### src/design/split_byte_timer_pkg.sv
package split_byte_timer_pkg;
  localparam int CNT_W = 8;
  localparam int NUM_CH = 4;
  localparam int PRESC_W = 4;
  localparam logic [CNT_W-1:0] CNT_TOP = 8'hff;
  localparam logic [CNT_W-1:0] CNT_ZERO = 8'h00;
  localparam logic [CNT_W-1:0] PERIOD_RESET = 8'hff;
  localparam logic [CNT_W-1:0] CMP_RESET = 8'h00;
  localparam logic [PRESC_W-1:0] PRESC_RESET = 4'h0;
  localparam logic [CNT_W-1:0] PRESC_ZERO = 8'h00;
  localparam logic [CNT_W-1:0] PRESC_ONE = 8'h01;

  typedef enum logic [1:0] {
    SRC_OFF = 2'b00,
    SRC_PER = 2'b01,
    SRC_EVT = 2'b11
  } clk_src_t;
endpackage

### src/design/byte_down_counter.sv
`timescale 1ns/10ps
// One eight-bit down-counter with four single-slope PWM channels
module byte_down_counter
  import split_byte_timer_pkg::*;
(
  input wire logic clk,
  input wire logic rst_n,
  input wire logic run,
  input wire logic tick,
  input wire logic [CNT_W-1:0] period,
  input wire logic [NUM_CH*CNT_W-1:0] cmp,
  output logic [CNT_W-1:0] count,
  output logic underflow,
  output logic [NUM_CH-1:0] match,
  output logic [NUM_CH-1:0] pwm
);
  logic reload;

  assign reload = (count == CNT_ZERO);

  function automatic logic reaches(input logic [CNT_W-1:0] cur, input logic [CNT_W-1:0] value);
    return (cur - 8'h01) == value;
  endfunction

  always_ff @(posedge clk or negedge rst_n) begin
    if (!rst_n) begin
      count <= CNT_TOP;
    end else if (!run) begin
      count <= period;
    end else if (tick) begin
      if (reload) begin
        count <= period; // RULE11
      end else begin
        count <= count - 8'h01; // RULE6
      end
    end
  end

  always_ff @(posedge clk or negedge rst_n) begin
    if (!rst_n) begin
      underflow <= 1'b0;
    end else begin
      underflow <= run && tick && reload; // RULE9
    end
  end

  genvar g;
  generate
    for (g = 0; g < NUM_CH; g++) begin : g_ch
      logic [CNT_W-1:0] cv;
      assign cv = cmp[g*CNT_W +: CNT_W];
      always_ff @(posedge clk or negedge rst_n) begin
        if (!rst_n) begin
          pwm[g] <= 1'b0;
          match[g] <= 1'b0;
        end else begin
          match[g] <= run && tick && !reload && reaches(count, cv);
          if (!run) begin
            pwm[g] <= 1'b0;
          end else if (tick && reload) begin
            pwm[g] <= (period > cv); // RULE12
          end else if (tick && reaches(count, cv)) begin
            pwm[g] <= 1'b0; // RULE12
          end
        end
      end
    end
  endgenerate

  a_count_down: assert property (@(posedge clk) disable iff (!rst_n) // RULE6
    $past(rst_n) && run && $past(run) && $past(tick) && $past(count) != CNT_ZERO |->
    count == $past(count) - 8'h01)
    else $error("counter did not decrement");
  a_reload_period: assert property (@(posedge clk) disable iff (!rst_n) // RULE11
    run && tick && reload |=> count == $past(period))
    else $error("counter did not reload period");
  a_underflow_pulse: assert property (@(posedge clk) disable iff (!rst_n) // RULE9
    underflow |-> $past(count) == CNT_ZERO && $past(tick))
    else $error("underflow without zero count");
  a_pwm_low_stop: assert property (@(posedge clk) disable iff (!rst_n) // RULE1
    !run |=> pwm == '0)
    else $error("pwm active while stopped");
  c_underflow: cover property (@(posedge clk) underflow);
  c_pwm_rise: cover property (@(posedge clk) $rose(pwm[0]));
endmodule

### src/design/split_byte_timer.sv
`timescale 1ns/10ps
// Function
// RULE1: Timer works only while the parent wide timer selects split mode.
// RULE2: Two independent eight-bit counters, low and high, four compares each.
// RULE3: Compare interrupts, events and DMA triggers come only from low byte.
// RULE4: Both counters share one clock source, separate period and compares.
// RULE5: Count clock is prescaled peripheral clock or an event input.
// RULE6: Counters only count down.
// RULE7: Waveforms are single-slope PWM only.
// RULE8: Eight PWM outputs, each duty set by its own compare value.
// RULE9: Counter underflow raises an interrupt request and an event.
// RULE10: Each low-byte compare channel gives its own interrupt and event.
// RULE11: On underflow a counter reloads its period and keeps counting down.
// RULE12: PWM goes high at reload, low when count reaches compare value.
module split_byte_timer
  import split_byte_timer_pkg::*;
(
  input wire logic clk,
  input wire logic reset_n,
  input wire logic split_mode,
  input wire logic [1:0] clk_src,
  input wire logic [PRESC_W-1:0] presc_sel,
  input wire logic count_event,
  input wire logic [CNT_W-1:0] period_low,
  input wire logic [CNT_W-1:0] period_high,
  input wire logic [NUM_CH*CNT_W-1:0] cmp_low,
  input wire logic [NUM_CH*CNT_W-1:0] cmp_high,
  output logic [2*NUM_CH-1:0] pwm_out,
  output logic [CNT_W-1:0] count_low,
  output logic [CNT_W-1:0] count_high,
  output logic underflow_low_irq,
  output logic underflow_high_irq,
  output logic underflow_low_evt,
  output logic underflow_high_evt,
  output logic [NUM_CH-1:0] match_irq,
  output logic [NUM_CH-1:0] match_evt,
  output logic [NUM_CH-1:0] match_dma
);
  logic rst_meta;
  logic rst_n;
  logic [PRESC_W-1:0] presc_cnt;
  logic [PRESC_W-1:0] presc_lim;
  logic tick;
  logic run;
  logic [CNT_W-1:0] cnt_lo;
  logic [CNT_W-1:0] cnt_hi;
  logic uf_lo;
  logic uf_hi;
  logic [NUM_CH-1:0] m_lo;
  logic [NUM_CH-1:0] pwm_lo;
  logic [NUM_CH-1:0] pwm_hi;

  always_ff @(posedge clk or negedge reset_n) begin
    if (!reset_n) begin
      rst_meta <= 1'b0;
      rst_n <= 1'b0;
    end else begin
      rst_meta <= 1'b1;
      rst_n <= rst_meta;
    end
  end

  // Control inputs come from the same clock domain; no synchronisers
  assign run = split_mode && (clk_src != SRC_OFF); // RULE1
  assign presc_lim = presc_sel;

  // Clock source decode used only by the checks; the tick logic decodes clk_src in its own case
  function automatic logic src_sel(input logic [1:0] code, input clk_src_t want);
    return clk_src_t'(code) == want;
  endfunction

  // Prescaler divides by presc_sel+1; zero means every clock
  always_ff @(posedge clk or negedge rst_n) begin
    if (!rst_n) begin
      presc_cnt <= PRESC_RESET;
    end else if (!run || presc_cnt == presc_lim) begin
      presc_cnt <= PRESC_RESET;
    end else begin
      presc_cnt <= presc_cnt + 4'h1;
    end
  end

  always_comb begin
    case (clk_src_t'(clk_src))
      SRC_PER: tick = (presc_cnt == presc_lim); // RULE5
      SRC_EVT: tick = count_event; // RULE5
      default: tick = 1'b0;
    endcase
  end

  // Shared tick feeds both counters // RULE4
  byte_down_counter u_low (
    .clk(clk),
    .rst_n(rst_n),
    .run(run),
    .tick(tick),
    .period(period_low),
    .cmp(cmp_low),
    .count(cnt_lo),
    .underflow(uf_lo),
    .match(m_lo),
    .pwm(pwm_lo)
  ); // RULE2

  byte_down_counter u_high (
    .clk(clk),
    .rst_n(rst_n),
    .run(run),
    .tick(tick),
    .period(period_high),
    .cmp(cmp_high),
    .count(cnt_hi),
    .underflow(uf_hi),
    .match(),
    .pwm(pwm_hi)
  ); // RULE2

  always_ff @(posedge clk or negedge rst_n) begin
    if (!rst_n) begin
      pwm_out <= '0;
      count_low <= CNT_TOP;
      count_high <= CNT_TOP;
    end else begin
      pwm_out <= {pwm_hi, pwm_lo}; // RULE8 RULE7
      count_low <= cnt_lo;
      count_high <= cnt_hi;
    end
  end

  always_ff @(posedge clk or negedge rst_n) begin
    if (!rst_n) begin
      underflow_low_irq <= 1'b0;
      underflow_high_irq <= 1'b0;
      underflow_low_evt <= 1'b0;
      underflow_high_evt <= 1'b0;
    end else begin
      underflow_low_irq <= uf_lo; // RULE9
      underflow_high_irq <= uf_hi; // RULE9
      underflow_low_evt <= uf_lo;
      underflow_high_evt <= uf_hi;
    end
  end

  // High byte match is left unconnected by design
  always_ff @(posedge clk or negedge rst_n) begin
    if (!rst_n) begin
      match_irq <= '0;
      match_evt <= '0;
      match_dma <= '0;
    end else begin
      match_irq <= m_lo; // RULE10 RULE3
      match_evt <= m_lo; // RULE10
      match_dma <= m_lo; // RULE3
    end
  end

  a_split_only: assert property (@(posedge clk) disable iff (!rst_n) // RULE1
    !split_mode ##1 !split_mode |=> pwm_out == '0)
    else $error("pwm output outside split mode");
  a_match_low_only: assert property (@(posedge clk) disable iff (!rst_n) // RULE3
    match_irq != '0 |-> $past(m_lo) == match_irq && match_dma == match_irq)
    else $error("match not from low byte");
  a_evt_tick: assert property (@(posedge clk) disable iff (!rst_n) // RULE5
    src_sel(clk_src, SRC_EVT) && split_mode && !count_event |-> !tick)
    else $error("tick without event");
  a_uf_to_irq: assert property (@(posedge clk) disable iff (!rst_n) // RULE9
    uf_lo |=> underflow_low_irq && underflow_low_evt)
    else $error("underflow not reported");
  a_match_events: assert property (@(posedge clk) disable iff (!rst_n) // RULE10
    m_lo[0] |=> match_irq[0] && match_evt[0])
    else $error("compare match not reported");
  a_shared_tick: assert property (@(posedge clk) disable iff (!rst_n) // RULE4
    !tick && run && $past(run) |=> $stable(cnt_lo) && $stable(cnt_hi))
    else $error("counter moved without tick");

  // Stopped timer: no pulses, counters preloaded; then checks of RULE2 to RULE5 and RULE8 to RULE10
  a_stop_no_uf: assert property (@(posedge clk) disable iff (!rst_n) // RULE1
    !run |=> !uf_lo && !uf_hi)
    else $error("underflow while stopped");
  a_stop_no_match: assert property (@(posedge clk) disable iff (!rst_n) // RULE1
    !run |=> m_lo == '0 ##1 match_irq == '0)
    else $error("compare match while stopped");
  a_stop_preload: assert property (@(posedge clk) disable iff (!rst_n) // RULE1
    !run |=> cnt_lo == $past(period_low) && cnt_hi == $past(period_high))
    else $error("stopped counter not preloaded");
  a_two_counters: assert property (@(posedge clk) disable iff (!rst_n) // RULE2
    count_low == $past(cnt_lo) && count_high == $past(cnt_hi))
    else $error("count port does not follow counter");
  a_match_from_low: assert property (@(posedge clk) disable iff (!rst_n) // RULE3
    match_irq == $past(m_lo) && match_evt == match_irq && match_dma == match_irq)
    else $error("match output not from low byte");
  a_common_tick: assert property (@(posedge clk) disable iff (!rst_n) // RULE4
    run && tick && cnt_lo != CNT_ZERO && cnt_hi != CNT_ZERO |=>
    cnt_lo == $past(cnt_lo) - 8'h01 && cnt_hi == $past(cnt_hi) - 8'h01)
    else $error("counters did not step together");
  a_presc_wait: assert property (@(posedge clk) disable iff (!rst_n) // RULE5
    src_sel(clk_src, SRC_PER) && presc_cnt != presc_lim |-> !tick)
    else $error("tick before prescaler wrap");
  a_presc_wrap: assert property (@(posedge clk) disable iff (!rst_n) // RULE5
    presc_cnt == presc_lim |=> presc_cnt == PRESC_RESET)
    else $error("prescaler did not wrap");
  a_evt_counts: assert property (@(posedge clk) disable iff (!rst_n) // RULE5
    src_sel(clk_src, SRC_EVT) && count_event |-> tick)
    else $error("event did not give a tick");
  a_off_no_tick: assert property (@(posedge clk) disable iff (!rst_n) // RULE5
    !src_sel(clk_src, SRC_PER) && !src_sel(clk_src, SRC_EVT) |-> !tick)
    else $error("tick with no clock source");
  a_pwm_follows: assert property (@(posedge clk) disable iff (!rst_n) // RULE8
    pwm_out[NUM_CH-1:0] == $past(pwm_lo) &&
    pwm_out[2*NUM_CH-1:NUM_CH] == $past(pwm_hi))
    else $error("pwm output does not follow channels");
  a_uf_high_report: assert property (@(posedge clk) disable iff (!rst_n) // RULE9
    uf_hi |=> underflow_high_irq && underflow_high_evt)
    else $error("high underflow not reported");
  a_uf_exact: assert property (@(posedge clk) disable iff (!rst_n) // RULE9
    underflow_low_irq == $past(uf_lo) && underflow_high_irq == $past(uf_hi) &&
    underflow_low_evt == underflow_low_irq && underflow_high_evt == underflow_high_irq)
    else $error("underflow output without underflow");
  a_match_channels: assert property (@(posedge clk) disable iff (!rst_n) // RULE10
    m_lo[NUM_CH-1] |=> match_irq[NUM_CH-1] && match_evt[NUM_CH-1])
    else $error("last compare match not reported");

  c_low_uf: cover property (@(posedge clk) underflow_low_irq);
  c_match: cover property (@(posedge clk) match_irq[1]);
  c_evt_src: cover property (@(posedge clk) src_sel(clk_src, SRC_EVT) && tick);
endmodule

### config.mk
export PLATFORM = sky130hd
export DESIGN_NAME = split_byte_timer
export DESIGN_NICKNAME = d
export VERILOG_FILES = /design/src/design/split_byte_timer_pkg.sv /design/src/design/byte_down_counter.sv /design/src/design/split_byte_timer.sv
export SDC_FILE = /design/constraint.sdc
export NUM_CORES = 1
export LEC_CHECK = 0
export BUFFER_PORTS_ARGS = -buffer_cell sky130_fd_sc_hd__clkbuf_2
export CAP_MARGIN = 20
export CORE_ASPECT_RATIO = 1.5
export CORE_MARGIN = 2
export CORE_UTILIZATION = 56
export CTS_CLUSTER_SIZE = 8
export DETAILED_ROUTE_END_ITERATION = 16
export PLACE_DENSITY = 0.82
export SLEW_MARGIN = 5
export SYNTH_ARGS = -nofsm -noshare
export SYNTH_HDL_FRONTEND = slang
export SYNTH_HIERARCHICAL = 1
export SYNTH_SLANG_ARGS = --single-unit
### constraint.sdc
create_clock -name clk -period 3.07 [get_ports clk]
set_clock_uncertainty 0.2 [all_clocks]
set_input_delay 0.307 -clock clk [delete_from_list [all_inputs] [get_ports clk]]
set_output_delay 0.307 -clock clk [all_outputs]
set_load 0.01 [all_outputs]
Word-level counts from Yosys, hierarchy flattened
Cells that the tools add are included.
- output and inout port bits: 40
- register bits: 66
- word-level logic and storage cells: 113
- input bits: 90
- mux-type cells: 32
- $add $sub $neg: 3
- $lt $le $gt $ge: 8
- eq/ne operators: 20
- reduce and logical (&&, ||, !) cells: 25
- operators with widths (operator ; count):
    8-bit equality test ; 8
    8-bit greater-than comparator ; 8
    8-bit two-way mux ; 6
    1-bit two-way mux ; 24
    3-bit != test (second input constant) ; 8
    1-bit logical AND ; 19
    8-bit logical NOT ; 2
    8-bit by 1-bit subtractor with 8-bit output (second input constant) ; 2
    4-bit by 1-bit adder with 4-bit output (second input constant) ; 1
    4-bit equality test ; 1
    4-bit two-way mux ; 1
    2-bit by 1-bit equality test with 1-bit output (second input constant) ; 1
    2-bit equality test (second input constant) ; 1
    1-bit logical NOT ; 2
    2-bit != test (second input constant) ; 1
    1-bit one-hot mux with 2 select lines ; 1
    2-bit nonzero test ; 1
    1-bit logical OR ; 1

Depth between registers and ports, before layout
Gate-level depths: netlist (run 1).
- depth after elaboration: 6
- depth in mapped cells: 10
- depth with buffers taken out: 8

Modules after synthesis
The synthesis (run 1) kept the hierarchy.
- modules (own cells, without submodules) (module ; area each (um^2) ; seq. area each (um^2) ; times used ; cells each):
    byte_down_counter ; 2412.3 ; 435.4 ; 2 ; 287
    split_byte_timer ; 1128.6 ; 920.9 ; 1 ; 66

Worst setup path after synthesis (run 1)
Ideal clock, no wire load.
- kind: register to register
- from: register u_high.count[0]
- to: register u_high.pwm[1]
- period minus slack after synthesis: 2.473 ns
- library setup time: 0.134 ns
- setup slack: 0.597 ns
- path buffers: 1
- arrival time: 2.139 ns
- cell stages (with the launch flop): 10
- required time: 2.736 ns
- cells stage by stage: dfstp_2 -> buf_6 -> inv_1 -> ha_1 -> or3b_1 -> nor3_4 -> xnor2_1 -> xnor2_1 -> nor4_2 -> o32ai_1
- cells in the longest elaborated chain, start to end: 4
- elaborated cells on any way between the ends: 8
- classes of those cells: add/sub: 1; eq/ne: 2; mux: 2; reduce/logical: 3
- RTL lines (element ; RTL line ; source):
    start: declaration ; byte_down_counter.sv:12 ; output logic [CNT_W-1:0] count,
    start signal: assignment ; byte_down_counter.sv:29 ; count <= period;
    start signal: assignment ; byte_down_counter.sv:32 ; count <= period;
    start signal: assignment ; byte_down_counter.sv:34 ; count <= count - 8'h01;
    8-bit by 1-bit subtractor with 8-bit output / 8-bit logical NOT (equally long branches) ; byte_down_counter.sv:22, byte_down_counter.sv:19 ;
    8-bit equality test / 1-bit logical AND (equally long branches) ; - ;
    1-bit logical AND / 1-bit two-way mux (equally long branches) ; byte_down_counter.sv:62, byte_down_counter.sv:60 ;
    3-bit != test (no source line) / 1-bit two-way mux (equally long branches) ; - ;
    end signal: indexed assignment ; byte_down_counter.sv:61 ; pwm[g] <= (period > cv);
    end: declaration ; byte_down_counter.sv:15 ; output logic [NUM_CH-1:0] pwm
Several ways; a longest one is shown, not always the timed one.
A chain may end at the register's enable or synchronous reset.

Worst setup path after layout (run 1)
- from: register u_low.count[0]
- to: register u_low.match[1]
- cells in the longest elaborated chain, start to end: 4
- elaborated cells on any way between the ends: 6
- classes of those cells: add/sub: 1; eq/ne: 1; reduce/logical: 4
- RTL lines (element ; RTL line ; source):
    start: declaration ; byte_down_counter.sv:12 ;
    start signal: assignment ; byte_down_counter.sv:29 ;
    start signal: assignment ; byte_down_counter.sv:32 ;
    start signal: assignment ; byte_down_counter.sv:34 ;
    branches (longest 3 deep; another with 8-bit by 1-bit subtractor with 8-bit output) ; - ;
    1-bit logical AND * ; byte_down_counter.sv:57 ; match[g] <= run && tick && !reload && reaches(count, cv);
    end signal: indexed assignment ; byte_down_counter.sv:57 ;
    end: declaration ; byte_down_counter.sv:14 ; output logic [NUM_CH-1:0] match,
Every way passes the cells marked *.

==> results_dict.tcl, run 1 <==
set metrics [dict create \
    max-slew-margin-rel 0.456 \
    cp_common_cell "xnor2_1" \
    hold_end "u_low/count[0]" \
    die_h_um 128 \
    synth_nets 778 \
    share_comb_of_total_power 0.283 \
    cts_max_level 3 \
    crit_arrival_ns 2.86 \
    nNetsFinal 887 \
    cp_cell_sequence "inv_1 -> ha_1 -> or3b_1 -> nor3_4 -> xnor2_1 -> xnor2_1 -> nor4_2 -> nor2b_1" \
    internal_power_mw 1.99 \
    status "finished clean" \
    grt_pass1_vias 5153 \
    drc 0 \
    syn2layout_area_growth_pct 16.2 \
    start_util 0.571 \
    antenna_left 0 \
    grt_pass1_wl_um 24600 \
    cts-root-buf "clkbuf_16" \
    diodes 0 \
    reg2reg_from "u_low/count[0]" \
    io_pins 130 \
    worst-setup-path-type "reg2reg" \
    path_buf_inv 1 \
    fp.dieW_um 86.7 \
    num_vias 5083 \
    place_congestion 0.979 \
    fp.dieArea_um2 11100 \
    p_switching_mw 0.918 \
    antenna_found_initial 0 \
    slew_violations 0 \
    synth_area_um2 5750 \
    core.rowCount 45 \
    port_buffers 129 \
    cts_setup_buffers 0 \
    worst_r2r_path_depth 8 \
    finalCritPeriodShare 0.915 \
    grt_usage 0.288 \
    grt_max_degree 65 \
    critPathSlowestCell "or3b_1" \
    hold_start "period_low[0]" \
    p_sw_frac 0.315 \
    clock_latency_ns 0.34 \
    cts-resized-gates 0 \
    final_hold_viol_count 0 \
    cp_slowest_stage_delay_ns 0.46 \
    vdd_drop_max_uv 246 \
    fin_setup_tns_ns 0 \
    critPathRequiredTime_ns 3.12 \
    clock.fmax_mhz 356 \
    synthCells 619 \
    startpoint_type "flip-flop" \
    hold_path_class "in2reg" \
    yosys_warnings 6 \
    hold-path-cell-count 3 \
    drv_cap 0 \
    grt_remaining_overflow 0 \
    pwr-share-seq 0.357 \
    fin_area_um2 6680 \
    worstPathMaxFanout 10 \
    end_kind "flip-flop" \
    synth_area_per_cell_um2 9.29 \
    drive_above_1_share 0.267 \
    drtPass1Iterations 4 \
    regToRegSetupSlack_ns 0.26 \
    avgRoutedWirePerCell_um 18.3 \
    clock_power_share 0.360 \
    cts_tree "done" \
    cts.clk_slew.worst_paths_ns 0.06 \
    power_density_nw_per_um2 436 \
    numCtsBuffers 9 \
    r2r-end "u_low/match[1]" \
    final-setup-viol-count 0 \
    critPathTopFamily "simple AND/OR/NAND/NOR gates" \
    worst_pin_slew_ns 0.808 \
    total_leakage_power_nw 3.34 \
    wl_um 15500 \
    rsz0062_at_grt "no" \
    routed_via_density 5.98 \
    drt_iter0_drc 311 \
    core_area_um2 10100 \
    cts_sinks 66 \
    place_hpwl_um 12700 \
    fin_crit_ns 2.81 \
    clockBufferDepth 2 \
    dpl-instance-area_um2 6360 \
]
## state kept, by name (all words and copies together), names as in the netlist
| signal | cells |
|---|---|
| u_low/count | 8 |
| u_low/underflow | 1 |
| u_high/pwm | 4 |
| count_high | 8 |
| underflow_high_irq | 1 |
| pwm_out | 8 |
| rst_meta | 1 |
| underflow_low_evt | 1 |
| u_low/pwm | 4 |
| u_low/match | 4 |
| presc_cnt | 4 |
| u_high/underflow | 1 |
| rst_n | 1 |
| u_high/count | 8 |
| match_dma | 4 |
| count_low | 8 |
## power groups by stage
stage | clock network [mW] | registers, mW | logic (mW)
CTS | 1.07 | 1.04 | 0.814
floorplan | 0 | 1.01 | 0.596
global placement | 0 | 1.05 | 0.771
detailed placement | 0 | 1.05 | 0.809
finish | 1.05 | 1.04 | 0.822
global route | 1.10 | 1.05 | 0.902
## cell usage in the layout, fill, tap and decap left out, types with 3 or more instances in the layout
cell	n
a211oi_1	4
nand2_1	36
a22o_1	10
clkbuf_16	9
o31ai_1	9
ha_1	69
nor2_1	25
and2_1	6
xor2_1	15
dfrtp_1	33
nand3_1	31
o2111ai_1	4
nor4_1	8
clkbuf_2	129
dfstp_2	32
a21oi_1	25
xnor2_1	49
nand4_1	8
nor2b_1	6
a21o_1	6
nand2b_1	11
o21ai_0	20
and3_1	3
xnor3_1	14
o21ai_1	4
o21a_1	10
o211ai_1	6
nor3_1	16
a31oi_1	3
inv_1	74
o22ai_1	4
a2111oi_0	4
buf_4	3
## tightest hold or removal path: stages
cell and delay, ns:
clkbuf_2 0.10, nand2_1 0.06, a31oi_1 0.08
## cell type report
type	instances	area, um2
clock buffers	10	239
multi-input cells	443	3560
fillers	811	3390
repair buffers	134	698
clock inverters	6	72.6
well taps	117	146
flip-flops and latches	66	1690
inverters	74	278
## layer usage
| layer | routed length (um) | global-route usage | vias up |
|---|---|---|---|
| li1 | - | - | 2381 |
| met1 | 5400 | 0.297 | 2365 |
| met2 | 8220 | 0.519 | 260 |
| met3 | 882 | 0.0489 | 77 |
| met4 | 1010 | 0.194 | 0 |
| met5 | 0 | 0 | - |
## repair_timing
item | in CTS | in global routing
endpoints found under the hold margin | 2 | 0
endpoints found under the setup margin | 0 | 0
hold buffers | 1 | 0
## worst max path at each step
stage / depth (start not counted) / slack (ns) / to / start
floorplan: 9 / 0.60 / u_low/pwm[1] / u_low/count[0]
global route: 8 / 0.07 / u_low/pwm[1] / u_low/count[0]
global placement: 8 / 0.50 / u_low/match[2] / u_low/count[0]
CTS: 8 / 0.30 / u_low/match[1] / u_low/count[0]
detailed placement: 8 / 0.32 / u_low/match[1] / u_low/count[0]
finish: 8 / 0.26 / u_low/match[1] / u_low/count[0]
## stage by stage
step | std cells | utilization | hold slack, ns | setup WS [ns] | power, mW
2_1_floorplan | 619 | - | -0.189 | 0.597 | 1.61
3_3_place_gp | 833 | 0.631 | -0.107 | 0.498 | 1.82
3_5_place_dp | 833 | 0.631 | -0.102 | 0.321 | 1.86
4_1_cts | 850 | 0.663 | 0.0168 | 0.304 | 2.92
5_1_grt | 850 | 0.663 | 0.0265 | 0.0721 | 3.05
6_report | 850 | 0.663 | 0.0278 | 0.262 | 2.91
Power figures use the tool's default switching activity.
==> run 2, diff against run 1 <==
--- a/config.mk
+++ b/config.mk
@@ -12,7 +12,7 @@
 export CORE_UTILIZATION = 56
 export CTS_CLUSTER_SIZE = 8
 export DETAILED_ROUTE_END_ITERATION = 16
-export PLACE_DENSITY = 0.82
+export PLACE_DENSITY_LB_ADDON = 0.2
 export SLEW_MARGIN = 5
 export SYNTH_ARGS = -nofsm -noshare
 export SYNTH_HDL_FRONTEND = slang
==> results_dict.tcl, run 2 (synthesized netlist as in run 1, its figures left out) <==
set metrics [dict create \
    final_hold_viol_count 0 \
    drive_above_1_share 0.270 \
    total_leakage_power_nw 3.36 \
    max-slew-margin-rel 0.465 \
    grt_max_degree 45 \
    rsz0062_at_grt "no" \
    grt_pass1_vias 4988 \
    final_common_cell "clkbuf_2" \
    worst_pin_slew_ns 0.795 \
    die_h_um 128 \
    cts-resized-gates 0 \
    reg2reg_from "u_low/count[0]" \
    setup.worst_path.end "u_low/match[2]" \
    cts_tree "done" \
    crit_arrival_ns 2.72 \
    vdd_drop_max_uv 275 \
    port_buffers 129 \
    end_kind "flip-flop" \
    power_density_nw_per_um2 448 \
    worst-setup-path-type "reg2reg" \
    fp.dieArea_um2 11100 \
    place_congestion 0.948 \
    seq_area_um2 1690 \
    drv_cap 0 \
    syn2layout_area_growth_pct 16.8 \
    finalCritPeriodShare 0.880 \
    setup_ws_ns 0.367 \
    hold_buffers 1 \
    slew_violations 0 \
    hold_path_class "reg2async" \
    core.rowCount 45 \
    cts_sinks 66 \
    clockBufferDepth 2 \
    fin_crit_ns 2.70 \
    fillers 828 \
    num_vias 5031 \
    grt_usage 0.293 \
    worst_r2r_path_depth 8 \
    cts_setup_buffers 0 \
    clock_latency_ns 0.33 \
    multi_input_area_um2 3560 \
    cts.clk_slew.worst_paths_ns 0.06 \
    antenna_found_initial 0 \
    layout_common_cells "clkbuf_2, inv_1, ha_1, xnor2_1, nand2_1" \
    wl_um 16100 \
    io_pins 130 \
    start_util 0.571 \
    drt_iter0_drc 225 \
    fp.dieW_um 86.7 \
    cts-root-buf "clkbuf_16" \
    drtPass1Iterations 5 \
    diodes 0 \
    cts_max_level 3 \
    dp_slack_ns 0.395 \
    final-setup-viol-count 0 \
    numCtsBuffers 9 \
    startpoint_type "flip-flop" \
    worstPathMaxFanout 10 \
    core_area_um2 10100 \
    holdWs_ns 0.0250 \
    status "finished clean" \
    fin_setup_tns_ns 0 \
    critPathRequiredTime_ns 3.09 \
    crit_start "u_low/count[0]" \
    place_hpwl_um 13200 \
    avgRoutedWirePerCell_um 18.9 \
    r2r-end "u_low/match[2]" \
    drc 0 \
    regToRegSetupSlack_ns 0.37 \
    nNetsFinal 890 \
    grt_remaining_overflow 0 \
    routed_via_density 5.90 \
    clock.fmax_mhz 370 \
    antenna_left 0 \
    grt_pass1_wl_um 24800 \
]
-- run 2: power by group --
group | switching, mW | internal (mW)
Sequential | 0.0919 | 0.954
Clock | 0.387 | 0.757
Combinational | 0.439 | 0.383
-- run 2: worst min path at each step --
stage | start | slack [ns] | cells past startpoint | endpoint
global route | period_low[0] | 0.04 | 3 | u_low/count[0]
global placement | reset_n | -0.11 | 1 | rst_meta
CTS | period_high[0] | 0.01 | 3 | u_high/count[0]
floorplan | reset_n | -0.19 | 0 | rst_meta
detailed placement | reset_n | -0.10 | 1 | rst_meta
finish | rst_n | 0.02 | 0 | pwm_out[5]
-- run 2: worst max-delay path, cell delays in order, from the launching register on --
cell and delay [ns]:
dfstp_2 0.43, inv_1 0.11, ha_1 0.30, or3b_1 0.47
nor3_4 0.30, xnor2_1 0.15, a21oi_1 0.18, nand3_1 0.11
nor4b_2 0.32
-- run 2: layout make-up --
type,instances,share of cell area
Inverter,74,0.0413
Clock inverter,5,0.0125
Sequential cell,66,0.252
Multi-Input combinational cell,443,0.529
Tap cell,117,0.0218
Clock buffer,11,0.0376
Timing Repair Buffer,137,0.105
-- run 2: per-stage QoR --
stage                     total power [mW]  instance area, um2  std cells   util
after floorplan                       1.61                5750        619      -
after global placement                1.84                6370        836  0.632
after detailed placement              1.86                6370        836  0.632
after CTS                             3.02                6720        853  0.667
after global routing                  3.15                6720        853  0.667
final                                 3.01                6720        853  0.667
-- run 2: routing by layer --
| layer | track usage | part of all wire |
|---|---|---|
| met5 | 0 | 0 |
| met4 | 0.144 | 0.039 |
| met3 | 0.0386 | 0.042 |
| met2 | 0.572 | 0.56 |
| met1 | 0.295 | 0.36 |
==> run 3, diff against run 2 <==
--- a/config.mk
+++ b/config.mk
@@ -9,7 +9,7 @@
 export CAP_MARGIN = 20
 export CORE_ASPECT_RATIO = 1.5
 export CORE_MARGIN = 2
-export CORE_UTILIZATION = 56
+export CORE_UTILIZATION = 51
 export CTS_CLUSTER_SIZE = 8
 export DETAILED_ROUTE_END_ITERATION = 16
 export PLACE_DENSITY_LB_ADDON = 0.2
==> constraint.sdc (replaced) <==
create_clock -name clk -period 2.4 [get_ports clk]
set_clock_uncertainty 0.2 [all_clocks]
set_input_delay 0.24 -clock clk [delete_from_list [all_inputs] [get_ports clk]]
set_output_delay 0.24 -clock clk [all_outputs]
set_load 0.01 [all_outputs]
==> results_dict.tcl, run 3 (synthesized netlist as in run 1, its figures left out) <==
set metrics [dict create \
    dpl-instance-area_um2 6780 \
    final_util 0.673 \
    fin_area_um2 7400 \
    drive_above_1_share 0.352 \
    cts.clk_slew.worst_paths_ns 0.06 \
    crit_arrival_ns 2.39 \
    port_buffers 129 \
    total_leakage_power_nw 3.68 \
    worstPathMaxFanout 5 \
    core.rowCount 47 \
    drtPass1Iterations 4 \
    grt_usage 0.283 \
    dp_slack_ns -0.0295 \
    critPathRequiredTime_ns 2.39 \
    place_hpwl_um 13700 \
    final_hold_viol_count 0 \
    final-setup-viol-count 0 \
    max-slew-margin-rel 0.659 \
    drv_cap 0 \
    worst_pin_slew_ns 0.510 \
    power_mw 4.02 \
    diodes 0 \
    fp.dieW_um 90.7 \
    nNetsFinal 943 \
    grt_pass1_wl_um 26800 \
    grt_pass1_vias 5555 \
    hold_path_class "in2async" \
    grt_remaining_overflow 0 \
    fin_crit_ns 2.40 \
    cts_max_level 3 \
    final_common_cell "clkbuf_2" \
    antenna_left 0 \
    io_pins 130 \
    drt_iter0_drc 161 \
    grt_max_degree 46 \
    fp.dieArea_um2 12200 \
    clock_latency_ns 0.33 \
    start_util 0.523 \
    setup_ws_ns 0.000217 \
    numCtsBuffers 9 \
    wl_um 17100 \
    cts-root-buf "clkbuf_16" \
    drc 0 \
    antenna_found_initial 0 \
    worst_r2r_path_depth 7 \
    die_h_um 134 \
    clock.fmax_mhz 417 \
    worst-setup-path-type "reg2reg" \
    layout_common_cells "clkbuf_2, inv_1, ha_1, buf_4, xnor2_1" \
    status "finished clean" \
    startpoint_type "flip-flop" \
    cts_sinks 66 \
    cts_tree "done" \
    rsz0062_at_grt "yes" \
    avgRoutedWirePerCell_um 18.3 \
    clockBufferDepth 2 \
    num_vias 5230 \
    slew_violations 0 \
    vdd_drop_max_uv 297 \
    routed_via_density 5.59 \
    power_density_nw_per_um2 544 \
    end_kind "flip-flop" \
    place_congestion 0.956 \
    syn2layout_area_growth_pct 28.6 \
    finalCritPeriodShare 1.00 \
    core_area_um2 11000 \
]
run 3: changes by cell type in the layout (fill, tap and decap cells not counted), sizes merged:
cell | before | now
buf | 7 | 58
clkinv | 0 | 1
dlygate4sd3 | 1 | 3
inv | 75 | 74
run 3: final cells by class:
cell class,instances,area (um2)
Clock buffer,11,243
Clock inverter,5,85.1
Fill cell,904,3600
Inverter,74,282
Multi-Input combinational cell,443,3730
Sequential cell,66,1700
Tap cell,147,184
Timing Repair Buffer,190,1180
run 3: path summary, 6_finish.rpt:
check / from / end / slack, ns
worst max register to register: u_low/count[2] / u_low/pwm[1] / 0.0002
worst max-delay path: u_low/count[2] / u_low/pwm[1] / 0.0002
min in group clk: period_high[5] / u_high/count[5] / 0.07
worst min register to register: rst_n / underflow_high_irq / 0.03
max in group asynchronous: rst_n / count_low[6] / 1.29
worst min-delay path: reset_n / rst_meta / 0.02
run 3: worst max-delay path, stage by stage, from the launching register on:
cell,delay (ns)
dfstp_2,0.39
buf_12,0.13
or4_4,0.60
nor2_4,0.19
xnor2_2,0.15
xnor2_1,0.11
nor4_2,0.34
o32ai_2,0.15
run 3: report_power, final:
group | internal (mW) | total, mW | leakage (nW) | switching [mW]
Sequential | 1.22 | 1.27 | 0.801 | 0.0554
Clock | 0.943 | 1.43 | 0.156 | 0.487
Combinational | 0.632 | 1.32 | 2.72 | 0.687
Total | 2.79 | 4.02 | 3.68 | 1.23
run 3: metal layers:
layer / wire length, um / global-route usage
met5: 0 / 0
met4: 898 / 0.168
met3: 785 / 0.0309
met2: 9350 / 0.557
met1: 6070 / 0.279
run 3: repair_timing:
action | 4_1_cts | 5_1_grt
setup endpoints to repair | 5 | 15
gates resized for setup | 3 | 33
setup buffers | 0 | 11
pin swaps | 3 | 22
hold buffers | 3 | 0
hold endpoints to repair | 4 | 0
cloned | 0 | 0
run 3: through the flow:
| stage | setup TNS, ns | instances | hold slack, ns |
|---|---|---|---|
| floorplan | 0 | 619 | -0.256 |
| global placement | 0 | 907 | -0.174 |
| detailed placement | -0.0753 | 907 | -0.169 |
| CTS | -0.0157 | 926 | 0.0127 |
| global route | -0.215 | 936 | 0.0250 |
| finish | 0 | 936 | 0.0211 |
